[src/vpcr_pkg.sv]
package vpcr_pkg;

	// Command codes of the three configuration words
	localparam logic [7:0] VPCR_CODE_OVERSHOOT = 8'h40;
	localparam logic [7:0] VPCR_CODE_THERMAL = 8'h43;
	localparam logic [7:0] VPCR_CODE_SYSTEM = 8'h44;

	// Writable bits of each word; every other bit stores nothing
	localparam logic [15:0] VPCR_MASK_OVERSHOOT = 16'h3FFF;
	localparam logic [15:0] VPCR_MASK_THERMAL = 16'h01FF;
	localparam logic [15:0] VPCR_MASK_SYSTEM = 16'hFFDF;

	// Values after reset
	localparam logic [15:0] VPCR_RESET_OVERSHOOT = 16'h0000;
	localparam logic [15:0] VPCR_RESET_THERMAL = 16'h0000;
	localparam logic [15:0] VPCR_RESET_SYSTEM = 16'h0000;

	// Field positions, overshoot-reduction word
	localparam int VPCR_OFF_TIME_LSB = 8;
	localparam int VPCR_OFF_TIME_MSB = 13;
	localparam int VPCR_SPACING_LSB = 0;
	localparam int VPCR_SPACING_MSB = 7;

	// Field positions, thermal-release word
	localparam int VPCR_THERM_TYPE_BIT = 8;
	localparam int VPCR_EXT_REL_LSB = 4;
	localparam int VPCR_EXT_REL_MSB = 7;
	localparam int VPCR_INT_REL_LSB = 0;
	localparam int VPCR_INT_REL_MSB = 3;

	// Field positions, system word
	localparam int VPCR_DUV_LEVEL_LSB = 12;
	localparam int VPCR_DUV_LEVEL_MSB = 15;
	localparam int VPCR_DUV_EN_BIT = 11;
	localparam int VPCR_OC_MASK_BIT = 10;
	localparam int VPCR_AUV_DIS_BIT = 9;
	localparam int VPCR_OC_FILT_LSB = 7;
	localparam int VPCR_OC_FILT_MSB = 8;
	localparam int VPCR_AC_START_BIT = 6;
	localparam int VPCR_PHASE_RES_BIT = 4;
	localparam int VPCR_TOTAL_RES_BIT = 3;
	localparam int VPCR_GAIN_LSB = 0;
	localparam int VPCR_GAIN_MSB = 2;

	// Overcurrent filter timing
	localparam int VPCR_CLK_PERIOD_NS = 10;
	localparam int VPCR_OC_FILT_800_NS = 800;
	localparam int VPCR_OC_FILT_1000_NS = 1000;
	localparam int VPCR_OC_FILT_1200_NS = 1200;
	localparam int VPCR_OC_FILT_800_CYC =
		(VPCR_OC_FILT_800_NS + VPCR_CLK_PERIOD_NS - 1) / VPCR_CLK_PERIOD_NS;
	localparam int VPCR_OC_FILT_1000_CYC =
		(VPCR_OC_FILT_1000_NS + VPCR_CLK_PERIOD_NS - 1) / VPCR_CLK_PERIOD_NS;
	localparam int VPCR_OC_FILT_1200_CYC =
		(VPCR_OC_FILT_1200_NS + VPCR_CLK_PERIOD_NS - 1) / VPCR_CLK_PERIOD_NS;
	localparam int VPCR_OC_CNT_W = 7;
	localparam logic [1:0] VPCR_OC_FORCE_HIGH = 2'h3;

	// One word transaction already decoded from the serial link
	typedef struct packed {
		logic valid;
		logic write;
		logic [7:0] code;
		logic [15:0] data;
	} vpcr_cmd_type;

	// Answer to a word transaction
	typedef struct packed {
		logic valid;
		logic nack;
		logic [15:0] data;
	} vpcr_resp_type;

endpackage : vpcr_pkg

[src/vpcr_oc_filter.sv]
`timescale 1ns/1ps
module vpcr_oc_filter (
	input wire logic sys_clk,
	input wire logic nrst,
	input wire logic oc_raw,
	input wire logic [1:0] filter_sel,
	output logic oc_filtered
);
	import vpcr_pkg::*;

	logic [VPCR_OC_CNT_W-1:0] count;
	logic [VPCR_OC_CNT_W-1:0] next_count;
	logic next_oc_filtered;

	function automatic logic [VPCR_OC_CNT_W-1:0] filter_cycles(input logic [1:0] sel);
		unique case (sel)
			2'h0: filter_cycles = VPCR_OC_CNT_W'(VPCR_OC_FILT_800_CYC);
			2'h1: filter_cycles = VPCR_OC_CNT_W'(VPCR_OC_FILT_1000_CYC);
			default: filter_cycles = VPCR_OC_CNT_W'(VPCR_OC_FILT_1200_CYC);
		endcase
	endfunction : filter_cycles

	// A single low sample restarts the wait, so short spikes never pass
	always_comb begin
		next_count = count;
		next_oc_filtered = 1'b0;
		if (filter_sel == VPCR_OC_FORCE_HIGH) begin
			next_count = '0;
			next_oc_filtered = 1'b1;
		end else if (!oc_raw) begin
			next_count = '0;
		end else if (count >= filter_cycles(filter_sel) - VPCR_OC_CNT_W'(1)) begin
			next_oc_filtered = 1'b1;
		end else begin
			next_count = count + VPCR_OC_CNT_W'(1);
		end
	end

	always_ff @(posedge sys_clk) begin
		if (!nrst) begin
			count <= '0;
			oc_filtered <= 1'b0;
		end else begin
			count <= next_count;
			oc_filtered <= next_oc_filtered;
		end
	end

endmodule : vpcr_oc_filter

[src/vpcr_regs.sv]
`timescale 1ns/1ps
// Behaviour
// - Unused bits of the three words ignore writes and read back as zero.
// - Bits 13:8 of the overshoot word give the minimum off-time in 5 ns steps.
// - Bits 7:0 of the overshoot word give the least spacing of two overshoot events in 5 ns steps.
// - Bit 8 of the thermal word picks the thermistor: 0 positive, 1 negative coefficient.
// - Bits 7:4 of the thermal word hold the external-sensor warning release level.
// - Bits 3:0 of the thermal word hold the internal-sensor warning release level, 16 C a count.
// - Bits 15:12 of the system word set the digital undervoltage level, 32 mV a count.
// - Bit 11 of the system word enables the digital undervoltage protection.
// - Bit 10 of the system word masks analog undervoltage while raw overcurrent is high.
// - Bit 9 of the system word set to one turns analog undervoltage protection off.
// - Bits 8:7 pick an 800, 1000 or 1200 ns overcurrent filter, or force it high on 11.
// - Digital undervoltage trips only when filtered overcurrent and the level compare agree.
// - Bit 6 starts the AC droop loop at soft-start when one, after power-on reset when zero.
// - Bit 4 halves per-phase current resolution to double its range.
// - Bit 3 does the same for total current, its protection, warning and shedding levels.
// - Bits 2:0 store the power-stage sense-gain code, driven out on power_stage_sense_gain_code.
module vpcr_regs #(
	parameter int VOUT_W = 8
) (
	input wire logic sys_clk,
	input wire logic nrst,
	input vpcr_pkg::vpcr_cmd_type cmd,
	output vpcr_pkg::vpcr_resp_type resp,
	input wire logic oc_raw,
	input wire logic [VOUT_W-1:0] vout_level,
	input wire logic analog_uv_detect,
	input wire logic soft_start_begun,
	input wire logic por_done,
	output logic [5:0] overshoot_min_off_time,
	output logic [7:0] overshoot_event_spacing,
	output logic thermistor_type_select,
	output logic [3:0] ext_temp_warn_release_level,
	output logic [3:0] int_temp_warn_release_level,
	output logic phase_current_half_res,
	output logic total_current_half_res,
	output logic [2:0] power_stage_sense_gain_code,
	output logic digital_undervolt_trip,
	output logic analog_undervolt_trip,
	output logic ac_droop_active
);
	import vpcr_pkg::*;

	logic [15:0] overshoot_reduction_timing;
	logic [15:0] thermal_warning_release_setup;
	logic [15:0] system_protection_setup;
	logic [15:0] next_overshoot_reduction_timing;
	logic [15:0] next_thermal_warning_release_setup;
	logic [15:0] next_system_protection_setup;
	vpcr_resp_type next_resp;
	logic oc_filtered;
	logic digital_uv_compare;
	logic next_digital_undervolt_trip;
	logic next_analog_undervolt_trip;
	logic next_ac_droop_active;

	// Command decode and word storage
	always_comb begin
		next_overshoot_reduction_timing = overshoot_reduction_timing;
		next_thermal_warning_release_setup = thermal_warning_release_setup;
		next_system_protection_setup = system_protection_setup;
		next_resp = '0;
		if (cmd.valid) begin
			next_resp.valid = 1'b1;
			unique case (cmd.code)
				VPCR_CODE_OVERSHOOT: begin
					if (cmd.write)
						next_overshoot_reduction_timing = cmd.data & VPCR_MASK_OVERSHOOT;
					else
						next_resp.data = overshoot_reduction_timing;
				end
				VPCR_CODE_THERMAL: begin
					if (cmd.write)
						next_thermal_warning_release_setup = cmd.data & VPCR_MASK_THERMAL;
					else
						next_resp.data = thermal_warning_release_setup;
				end
				VPCR_CODE_SYSTEM: begin
					if (cmd.write)
						next_system_protection_setup = cmd.data & VPCR_MASK_SYSTEM;
					else
						next_resp.data = system_protection_setup;
				end
				default: next_resp.nack = 1'b1;
			endcase
		end
	end

	always_ff @(posedge sys_clk) begin
		if (!nrst) begin
			overshoot_reduction_timing <= VPCR_RESET_OVERSHOOT;
			thermal_warning_release_setup <= VPCR_RESET_THERMAL;
			system_protection_setup <= VPCR_RESET_SYSTEM;
			resp <= '0;
		end else begin
			overshoot_reduction_timing <= next_overshoot_reduction_timing;
			thermal_warning_release_setup <= next_thermal_warning_release_setup;
			system_protection_setup <= next_system_protection_setup;
			resp <= next_resp;
		end
	end

	// Fields drive the rest of the controller straight from the words
	assign overshoot_min_off_time =
		overshoot_reduction_timing[VPCR_OFF_TIME_MSB:VPCR_OFF_TIME_LSB];
	assign overshoot_event_spacing =
		overshoot_reduction_timing[VPCR_SPACING_MSB:VPCR_SPACING_LSB];
	assign thermistor_type_select = thermal_warning_release_setup[VPCR_THERM_TYPE_BIT];
	assign ext_temp_warn_release_level =
		thermal_warning_release_setup[VPCR_EXT_REL_MSB:VPCR_EXT_REL_LSB];
	assign int_temp_warn_release_level =
		thermal_warning_release_setup[VPCR_INT_REL_MSB:VPCR_INT_REL_LSB];
	assign phase_current_half_res = system_protection_setup[VPCR_PHASE_RES_BIT];
	assign total_current_half_res = system_protection_setup[VPCR_TOTAL_RES_BIT];
	assign power_stage_sense_gain_code =
		system_protection_setup[VPCR_GAIN_MSB:VPCR_GAIN_LSB];

	vpcr_oc_filter u_oc_filter (
		.sys_clk(sys_clk),
		.nrst(nrst),
		.oc_raw(oc_raw),
		.filter_sel(system_protection_setup[VPCR_OC_FILT_MSB:VPCR_OC_FILT_LSB]),
		.oc_filtered(oc_filtered)
	);

	// Output voltage in 32 mV counts against the 4-bit level
	assign digital_uv_compare = vout_level <
		VOUT_W'(system_protection_setup[VPCR_DUV_LEVEL_MSB:VPCR_DUV_LEVEL_LSB]);

	// Protection decisions, one register stage to keep outputs glitch free
	always_comb begin
		next_digital_undervolt_trip = system_protection_setup[VPCR_DUV_EN_BIT]
			& oc_filtered & digital_uv_compare;
		// Raw overcurrent masks, not the filtered one, so the mask acts at once
		next_analog_undervolt_trip = analog_uv_detect
			& ~system_protection_setup[VPCR_AUV_DIS_BIT]
			& ~(system_protection_setup[VPCR_OC_MASK_BIT] & oc_raw);
		next_ac_droop_active = system_protection_setup[VPCR_AC_START_BIT]
			? soft_start_begun : por_done;
	end

	always_ff @(posedge sys_clk) begin
		if (!nrst) begin
			digital_undervolt_trip <= 1'b0;
			analog_undervolt_trip <= 1'b0;
			ac_droop_active <= 1'b0;
		end else begin
			digital_undervolt_trip <= next_digital_undervolt_trip;
			analog_undervolt_trip <= next_analog_undervolt_trip;
			ac_droop_active <= next_ac_droop_active;
		end
	end

endmodule : vpcr_regs

[config.mk]
export PLATFORM = sky130hd
export DESIGN_NAME = vpcr_regs
export DESIGN_NICKNAME = d
export VERILOG_FILES = /design/src/vpcr_pkg.sv /design/src/vpcr_oc_filter.sv /design/src/vpcr_regs.sv
export SDC_FILE = /design/constraint.sdc
export NUM_CORES = 1
export LEC_CHECK = 0
export ABC_AREA = 1
export BUFFER_PORTS_ARGS = -buffer_cell sky130_fd_sc_hd__buf_2
export CORE_ASPECT_RATIO = 1.5
export CORE_MARGIN = 2
export CORE_UTILIZATION = 29
export DETAILED_ROUTE_END_ITERATION = 6
export GPL_ROUTABILITY_DRIVEN = 0
export PLACE_DENSITY = 0.59
export SLEW_MARGIN = 5
export SYNTH_ARGS = -nofsm -noshare
export SYNTH_HDL_FRONTEND = slang
export SYNTH_SLANG_ARGS = --single-unit
[constraint.sdc]
create_clock -name sys_clk -period 2.4 [get_ports sys_clk]
set_input_delay 0.24 -clock sys_clk [delete_from_list [all_inputs] [get_ports sys_clk]]
set_output_delay 0.24 -clock sys_clk [all_outputs]
set_load 0.01 [all_outputs]
### Word level (Yosys, flattened, before mapping)

Index checks and enable logic that the tools add are counted.

| storage, ports and cells | value |
|---|---|
| register bits after elaboration | 67 |
| latch bits | 0 |
| memory bits (writable) | 0 |
| bits in read-only memories | 0 |
| output and inout port bits | 49 |
| memories | 0 |

| cells by class | value |
|---|---|
| $add $sub $neg | 2 |
| $mul | 0 |
| div/mod/pow operators | 0 |
| $lt $le $gt $ge | 2 |
| equal/unequal tests | 5 |
| shifts and indexed selects | 0 |
| mux-type cells | 13 |
| bitwise logic cells | 9 |
| reductions and logical operators | 7 |

Operators by type and width:

| kind | number |
|---|---|
| 16-bit case mux with 3 select lines | 1 |
| 8-bit by 7-bit equality test with 1-bit output (second input constant) | 3 |
| 18-bit 2-to-1 mux | 1 |
| 16-bit 2-to-1 mux | 1 |
| 14-bit 2-to-1 mux | 1 |
| 7-bit 2-to-1 mux | 2 |
| 6-bit case mux with 2 select lines | 1 |
| 9-bit 2-to-1 mux | 1 |
| 3-bit AND reduction | 3 |
| 8-bit by 4-bit < comparator with 1-bit output | 1 |
| 7-bit by 1-bit adder with 7-bit output (second input constant) | 1 |
| 7-bit greater-or-equal comparator | 1 |
| 7-bit by 1-bit subtractor with 7-bit output (second input constant) | 1 |
| 3-bit OR reduction | 2 |
| 1-bit bitwise AND | 5 |
| 1-bit 2-to-1 mux | 5 |
| 1-bit NOT | 4 |
| 2-bit by 1-bit equality test with 1-bit output (second input constant) | 1 |
| 2-bit equality test (second input constant) | 1 |
| 2-bit zero test | 1 |
| 2-bit AND reduction | 1 |

### Longest topological paths before layout

Gate-level depths: netlist (run 1).

| depth | value |
|---|---|
| word-level depth | 9 |
| gate-level depth with buffers | 13 |
| gate-level depth less buffers | 13 |

### Cells and area by module

Synthesis (run 1) repeated with hierarchy kept, for this count alone.

| second synthesis, totals | value |
|---|---|
| cell total of the unflattened synthesis | 482 |
| area total of the unflattened synthesis | 3,310.7 um^2 |

By module, submodules not included:

| module | times used | cells an instance | area each (um^2) | seq. area each (um^2) |
|---|---|---|---|---|
| vpcr_regs | 1 | 392 | 2,722.6 | 1,181.1 |
| vpcr_oc_filter | 1 | 90 | 588.1 | 160.2 |

### Worst setup path after synthesis (run 1)

No wires, ideal clock.

| timing path | value |
|---|---|
| kind | reg-to-reg |
| start point | reg system_protection_setup[7] |
| end point | reg u_oc_filter.oc_filtered |
| library setup time | 0.132 ns |
| data arrival time | 1.641 ns |
| required time | 2.268 ns |
| path slack | 0.627 ns |
| stages on the path, launching flop included | 13 |
| path buffers | 0 |
| cell sequence | dfxtp_1 > inv_1 > nor2_1 > ha_1 > ha_1 > nand2_1 > nand2_1 > nand2_1 > nand2_1 > inv_1 > nand2_1 > nand2_1 > a21oi_1 |

| on the way | value |
|---|---|
| longest elaborated chain between the ends | 9 |
| elaborated cells on any way between the ends | 11 |
| those cells by class | 1 x add/sub; 1 x order compare; 2 x eq/ne; 6 x mux; 1 x reduce/logical |

Ends and longest elaborated chain:

| element | RTL line | source |
|---|---|---|
| from (decl) | vpcr_regs.sv:47 | `logic [15:0] system_protection_setup;` |
| from (signal assigned) | vpcr_regs.sv:99 | `system_protection_setup <= next_system_protection_setup;` |
| 2-bit by 1-bit equality test with 1-bit output or 2-bit zero test (tied branches) | vpcr_oc_filter.sv:16 | `unique case (sel)` |
| 6-bit case mux with 2 select lines | vpcr_oc_filter.sv:16 |  |
| 7-bit 2-to-1 mux | vpcr_oc_filter.sv:30 | `end else if (!oc_raw) begin` |
| 7-bit 2-to-1 mux | vpcr_oc_filter.sv:27 | `if (filter_sel == VPCR_OC_FORCE_HIGH) begin` |
| 7-bit by 1-bit subtractor with 7-bit output | vpcr_oc_filter.sv:32 | `end else if (count >= filter_cycles(filter_sel) - VPCR_OC_CNT_W'(1)) begin` |
| 7-bit greater-or-equal comparator | vpcr_oc_filter.sv:32 |  |
| 1-bit 2-to-1 mux | vpcr_oc_filter.sv:32 |  |
| 1-bit 2-to-1 mux | vpcr_oc_filter.sv:30 |  |
| 1-bit 2-to-1 mux * | vpcr_oc_filter.sv:27 |  |
| to (signal assigned) | vpcr_oc_filter.sv:45 | `oc_filtered <= next_oc_filtered;` |
| to (decl) | vpcr_oc_filter.sv:7 | `output logic oc_filtered` |

Every way passes the cells marked *; elsewhere a longest branch is shown, timed or not. The select of a mux whose other input is x is not followed.
A chain may end at the register's enable or synchronous reset.

### Worst setup path after layout (run 1)

Ends and elaborated chain as after synthesis.

==> run_results.csv, run 1 <==
group,metric,value,unit
run_status,status,"finished clean",
critical_path,required,2580,ps
place,place_hpwl,6270,um
critical_path,path_common_cell,"nand2_1",
sta,fin_crit_sh,85.2,%
final_layout,drive_above_1_share,26.4,%
critical_path,reg2reg_to,"u_oc_filter.oc_filtered",
cts,clock_sinks,67,
global_route,grtUsageMet1,16.7,%
cts,clkLatencyLatePin,330,ps
route,wl_per_cell,12.8,um
floorplanning,die_w,88.9,um
pwr,vdd_drop_max,0.425,mV
global_route,grt_pass1_vias,2893,
pwr,p_per_area,640,nW/um^2
sta,finalSetupTns,0,ps
critical_path,rrSetupSlack,360,ps
sta,finalCriticalPeriod,2040,ps
global_route,grt_util_met3,3.14,%
cts,cts_buffer_depth,2,
critical_path,crit_buf_inv,2,
worst_hold_path,min-delay-start,"soft_start_begun",
route,dr.pass1.iters,4,
synthesis,syn_area_per_cell,7.59,sq um
place,io_buffers,88,
synthesis,syn_nets,463,
final_layout,stdcell_area,3900,sq um
critical_path,path_class,"flop to flop",
cts,cts_resized,0,
final_layout,synthToLayoutAreaGrowth,24.4,%
place,dp_slack,381,ps
synthesis,syn-cell-area,3140,sq um
synthesis,ys_seq_area_share,42.8,%
critical_path,endpoint,"u_oc_filter.oc_filtered",
sta,hold_violations,0,
floorplanning,ios,89,
cts,cts-root-buf,"clkbuf_16",
critical_path,path_max_fanout,6,
route,num_vias,2925,
critical_path,crit_family,"simple AND/OR/NAND/NOR gates",
final_layout,layout_commonest_cell,"buf_2",
sta,finalWorstSetupSlack,356,ps
critical_path,endpoint_kind,"flop",
sta,tightest_slew,770,ps
synthesis,synthCells,413,
critical_path,arrival,2220,ps
floorplanning,initial_core_util,29.8,%
sta,fmax,489,MHz
floorplanning,rows,46,
cts,htreeDepth,3,
sta,rsz0062_at_grt,"false",
cts,postCtsSetupRepairBufs,0,
critical_path,r2r_cells,12,
route,viasPerCell,4.56,
critical_path,cpPeakStageDelay,420,ps
place,place_area,3620,sq um
route,drc_errors,0,
route,drt-total-wl,8200,um
global_route,busiest_layer,"met2",
critical_path,reg2reg_from,"system_protection_setup[7]",
critical_path,critical_path_depth,12,
global_route,use_met2,25.5,%
route,drtIter0Drc,201,
pwr,p_total,2500,uW
flow_run,maxCapViolCount,0,
floorplanning,die_area,11700,sq um
pwr,p_leak,0.00168,uW
floorplanning,die_h,131,um
global_route,grt_pass1_wl,13700,um
synthesis,ys_ff_latch,67,
sta,maxSlewViolCount,0,
cts,cts_tree,"yes",
synthesis,ys_types,28,
critical_path,cp-start-kind,"flop",
worst_hold_path,holdCritPathClass,"input pin to flop",
final_layout,nets,543,
global_route,grt_remaining_overflow,0,
final_layout,utilization,37.0,%
critical_path,crit_path_start,"system_protection_setup[7]",
cts,ctsHoldBuffers,0,
cts,cts_buffers,9,
final_layout,antenna_cells,0,
cts,path_clk_slew,50,ps
route,drtAntennaViolNets,0,
global_route,grt.total_usage,14.9,%
critical_path,worstPathCellList,"inv_1 > nor2_1 > ha_1 > ha_1 > nand2_1 > nand2_1 > nand2_1 > nand2_1 > inv_1 > nand2_1 > nand2_1 > a21oi_1",
floorplanning,core,10500,sq um
sta,slew_headroom,48.6,%
global_route,antenna_found_initial,0,
synthesis,ys_warn_count,0,
critical_path,slowest_stage,"dfxtp_1",
final_layout,final_cell_mix,"buf_2 (88), nand2_1 (87), dfxtp_1 (67)",
sta,setup_viol,0,
global_route,grt_max_degree,31,
sta,skew,5.10,ps
flip-flops by register name, summed over array words and instances, names as in the netlist:
register / count
thermal_warning_release_setup: 9
u_oc_filter.oc_filtered: 1
digital_undervolt_trip: 1
u_oc_filter.count: 7
system_protection_setup: 15
analog_undervolt_trip: 1
resp: 18
overshoot_reduction_timing: 14
ac_droop_active: 1
worst register-to-register path, cell delays in order (launching register included):
cell and delay, ps:
dfxtp_1 420, inv_1 60, nor2_1 140, ha_1 260
ha_1 300, nand2_1 80, nand2_1 50, nand2_1 50
nand2_1 80, inv_1 160, nand2_1 160, nand2_1 90
a21oi_1 60
worst min path at each step:
stage,endpoint,cells after the start
2_1_floorplan,analog_undervolt_trip,1
3_3_place_gp,system_protection_setup[15],2
3_5_place_dp,system_protection_setup[14],2
4_1_cts,ac_droop_active,3
5_1_grt,digital_undervolt_trip,4
6_report,ac_droop_active,3
routing by layer:
layer / share of wire [%] / vias up
met1: 41 / 1315
met3: 4.4 / 20
met5: 0 / -
li1: - / 1519
met4: 3.8 / 0
met2: 51 / 71
final cells by class:
cell class | count | area [sq um]
inverter | 40 | 153
tap | 144 | 180
clock inverter | 3 | 40.0
fill | 1108 | 6630
timing repair buffer | 91 | 463
clock buffer | 12 | 236
sequential | 67 | 1340
multi-input combinational | 284 | 1490
power by group:
group	total, uW	switching [uW]	leakage [uW]	internal [uW]
Clock	1250	454	0.000136	795
Sequential	1120	2.73	0.000541	1120
Combinational	127	82.8	0.00101	44.3
Total	2500	540	0.00168	1960
cells in the mapped netlist:
library cell / number / area share [%]
nor3_1: 2 / 0.32
buf_2: 7 / 1.1
a21oi_1: 37 / 5.9
nand2_2: 4 / 0.80
nor2_1: 44 / 5.3
inv_2: 3 / 0.36
ha_1: 10 / 4.0
nor2_4: 5 / 1.8
buf_6: 5 / 1.8
nand3_1: 32 / 5.1
nor3b_2: 1 / 0.40
inv_4: 1 / 0.20
o21ai_1: 10 / 1.6
inv_1: 36 / 4.3
a211oi_1: 1 / 0.24
nand3_4: 1 / 0.56
clkbuf_1: 3 / 0.36
nand2_1: 87 / 10
o21ai_0: 7 / 1.1
xor2_1: 1 / 0.28
dfxtp_1: 67 / 43
nand4_1: 26 / 5.2
buf_4: 7 / 1.7
nand3_2: 3 / 0.96
nor3b_1: 1 / 0.24
a21boi_0: 1 / 0.24
a21oi_2: 10 / 2.8
nor4_1: 1 / 0.20
through the flow:
step | hold slack, ps | cells
after detailed placement | 456 | 626
after CTS | 140 | 641
after global placement | 459 | 626
final | 146 | 641
after global routing | 163 | 641
after floorplan | 336 | 413
logic make-up (layout without fill, tap and decap cells):
kind of cell	Yosys count	count (layout)	share of synthesized area [%]
and+or+nand+nor	207	207	31.2
DFF	67	67	42.8
AOI/OAI and AO/OA	66	66	11.9
buffers and inverters	62	146	9.82
adders and majority gates	10	10	3.99
xor gates and xnor gates	1	1	0.279
Note: power is estimated with default switching activity, not from simulation.
==> inputs of run 2 (changes only) <==
--- a/config.mk
+++ b/config.mk
@@ -7,12 +7,14 @@
 export LEC_CHECK = 0
 export ABC_AREA = 1
 export BUFFER_PORTS_ARGS = -buffer_cell sky130_fd_sc_hd__buf_2
+export CELL_PAD_IN_SITES_DETAIL_PLACEMENT = 0
+export CELL_PAD_IN_SITES_GLOBAL_PLACEMENT = 1
 export CORE_ASPECT_RATIO = 1.5
 export CORE_MARGIN = 2
 export CORE_UTILIZATION = 29
 export DETAILED_ROUTE_END_ITERATION = 6
 export GPL_ROUTABILITY_DRIVEN = 0
-export PLACE_DENSITY = 0.59
+export PLACE_DENSITY = 0.74
 export SLEW_MARGIN = 5
 export SYNTH_ARGS = -nofsm -noshare
 export SYNTH_HDL_FRONTEND = slang
==> run 2 against run 1 <==
- sequential power about the same
- cell area up 0.29%
- first-iteration DRC count fell by 38%
- critical path depth unchanged
- largest power group unchanged
- core utilization up 0.11 points
- clock power about the same
- highest routed layer is now met5
==> run_results.csv, run 2 (same netlist as run 1, synthesis figures left out) <==
group,metric,value,unit
run_status,status,"finished clean",
pwr,p_total,2480,uW
final_layout,multi_input_area,1490,sq um
pwr,p_sw,588,uW
critical_path,endpoint_kind,"flop",
route,num_vias,2975,
pwr,p_int,1890,uW
sta,skew,4.15,ps
cts,cts_buffers,9,
sta,setup_viol,0,
floorplanning,die_w,88.9,um
critical_path,path_max_fanout,6,
critical_path,cp-start-kind,"flop",
global_route,grt_pass1_wl,14300,um
critical_path,crit_buf_inv,2,
critical_path,reg2reg_from,"system_protection_setup[7]",
cts,ctsHoldBuffers,0,
place,place_hpwl,6710,um
final_layout,seqCellArea,1340,sq um
route,drt-total-wl,9190,um
route,dr.pass1.iters,5,
global_route,grt.total_usage,15.9,%
final_layout,top_register,"resp",
pwr,vdd_drop_max,0.385,mV
critical_path,cpPeakStageDelay,400,ps
route,drtIter0Drc,124,
pwr,seqPwrFrac,45.2,%
final_layout,fillers,1121,
final_layout,layout_commonest_cell,"buf_2",
cts,postCtsSetupRepairBufs,0,
final_layout,antenna_cells,0,
critical_path,crit_family,"simple AND/OR/NAND/NOR gates",
final_layout,final_cell_mix,"buf_2 (88), nand2_1 (87), dfxtp_1 (67)",
critical_path,slowest_stage,"dfxtp_1",
cts,htreeDepth,3,
critical_path,path_class,"flop to flop",
route,drtAntennaViolNets,0,
critical_path,reg2reg_to,"u_oc_filter.oc_filtered",
sta,tightest_slew,843,ps
pwr,power.share.switching,23.7,%
floorplanning,rows,46,
cts,cts_tree,"yes",
global_route,grt_pass1_vias,2762,
floorplanning,die_h,131,um
critical_path,arrival,2180,ps
route,wl_per_cell,14.3,um
pwr,p_per_area,634,nW/um^2
final_layout,synthToLayoutAreaGrowth,24.7,%
sta,timing.hold.ws,135,ps
global_route,grt_remaining_overflow,0,
flow_run,maxCapViolCount,0,
critical_path,rrSetupSlack,390,ps
cts,clock_sinks,67,
sta,fin_crit_sh,83.6,%
final_layout,largest_reg_flops,18,
critical_path,required,2580,ps
route,drc_errors,0,
cts,path_clk_slew,60,ps
global_route,grt_max_degree,47,
final_layout,reg_top3,"resp (18), system_protection_setup (15), overshoot_reduction_timing (14)",
pwr,comb_power_share,5.3,%
global_route,antenna_found_initial,1,
cts,cts-root-buf,"clkbuf_16",
final_layout,drive_above_1_share,27.1,%
cts,cts_buffer_depth,2,
sta,rsz0062_at_grt,"false",
sta,finalSetupTns,0,ps
worst_hold_path,hold_depth,4,
pwr,p_leak,0.00168,uW
sta,hold_violations,0,
worst_hold_path,min-delay-start,"vout_level[5]",
pwr,pwr-share-clk,49.6,%
floorplanning,die_area,11700,sq um
floorplanning,initial_core_util,29.8,%
worst_hold_path,holdCritPathClass,"input pin to flop",
critical_path,r2r_cells,12,
place,io_buffers,88,
floorplanning,ios,89,
final_layout,nets,544,
cts,clkLatencyLatePin,330,ps
critical_path,worstPathCellList,"inv_1 > nor2_1 > ha_1 > ha_1 > nand2_1 > nand2_1 > nand2_1 > nand2_1 > inv_1 > nand2_1 > nand2_1 > a21oi_1",
route,viasPerCell,4.63,
critical_path,path_common_cell,"nand2_1",
worst_hold_path,holdPathEnd,"digital_undervolt_trip",
floorplanning,core,10500,sq um
sta,maxSlewViolCount,0,
sta,slew_headroom,43.7,%
sta,fmax,499,MHz
cts,cts_resized,0,
final_layout,utilization,37.1,%
sta,finalCriticalPeriod,2010,ps
==> run 2: worst max path at each step <==
stage	startpoint	end	slack, ps	cells after the start
3_3_place_gp	system_protection_setup[7]	u_oc_filter.oc_filtered	450	12
6_report	system_protection_setup[7]	u_oc_filter.oc_filtered	390	12
2_1_floorplan	system_protection_setup[7]	u_oc_filter.oc_filtered	630	12
3_5_place_dp	system_protection_setup[7]	u_oc_filter.oc_filtered	390	12
4_1_cts	system_protection_setup[7]	u_oc_filter.oc_filtered	370	12
5_1_grt	system_protection_setup[7]	u_oc_filter.oc_filtered	240	12
==> run 2: final cells by class <==
| class | instances | area share [%] |
|---|---|---|
| clock buffers | 11 | 6.21 |
| clock inverters | 5 | 0.960 |
| inverters | 40 | 3.90 |
| multi-input cells | 284 | 38.0 |
| flip-flops and latches | 67 | 34.3 |
| well taps | 144 | 4.61 |
| repair buffers | 92 | 12.0 |
==> run 2: stage by stage <==
step | cell area (sq um) | std cells | setup slack (ps)
2_1_floorplan | 3140 | 413 | 627
3_3_place_gp | 3630 | 627 | 452
3_5_place_dp | 3630 | 627 | 386
4_1_cts | 3910 | 643 | 370
5_1_grt | 3910 | 643 | 244
6_report | 3910 | 643 | 394
==> run 2: power groups by stage <==
stage,combinational [uW],clock (uW),sequential (uW)
final,131,1230,1120
after global routing,145,1300,1120
after detailed placement,132,0,1150
after floorplan,64.6,0,1150
after global placement,130,0,1150
after CTS,132,1260,1120
==> run 2: layer usage <==
| layer | vias up | wire length [um] | global-route usage (%) |
|---|---|---|---|
| li1 | 1523 | - | - |
| met1 | 1354 | 3780 | 18.5 |
| met2 | 79 | 4870 | 28.2 |
| met3 | 17 | 362 | 3.14 |
| met4 | 2 | 167 | 5.56 |
| met5 | - | 16 | 0 |
==> run 2: worst min-delay path, delay by kind of cell <==
| kind | cells | cell delay (ps) |
|---|---|---|
| simple gates | 2 | 70 |
| compound gates | 1 | 30 |
| buf+inv | 1 | 70 |
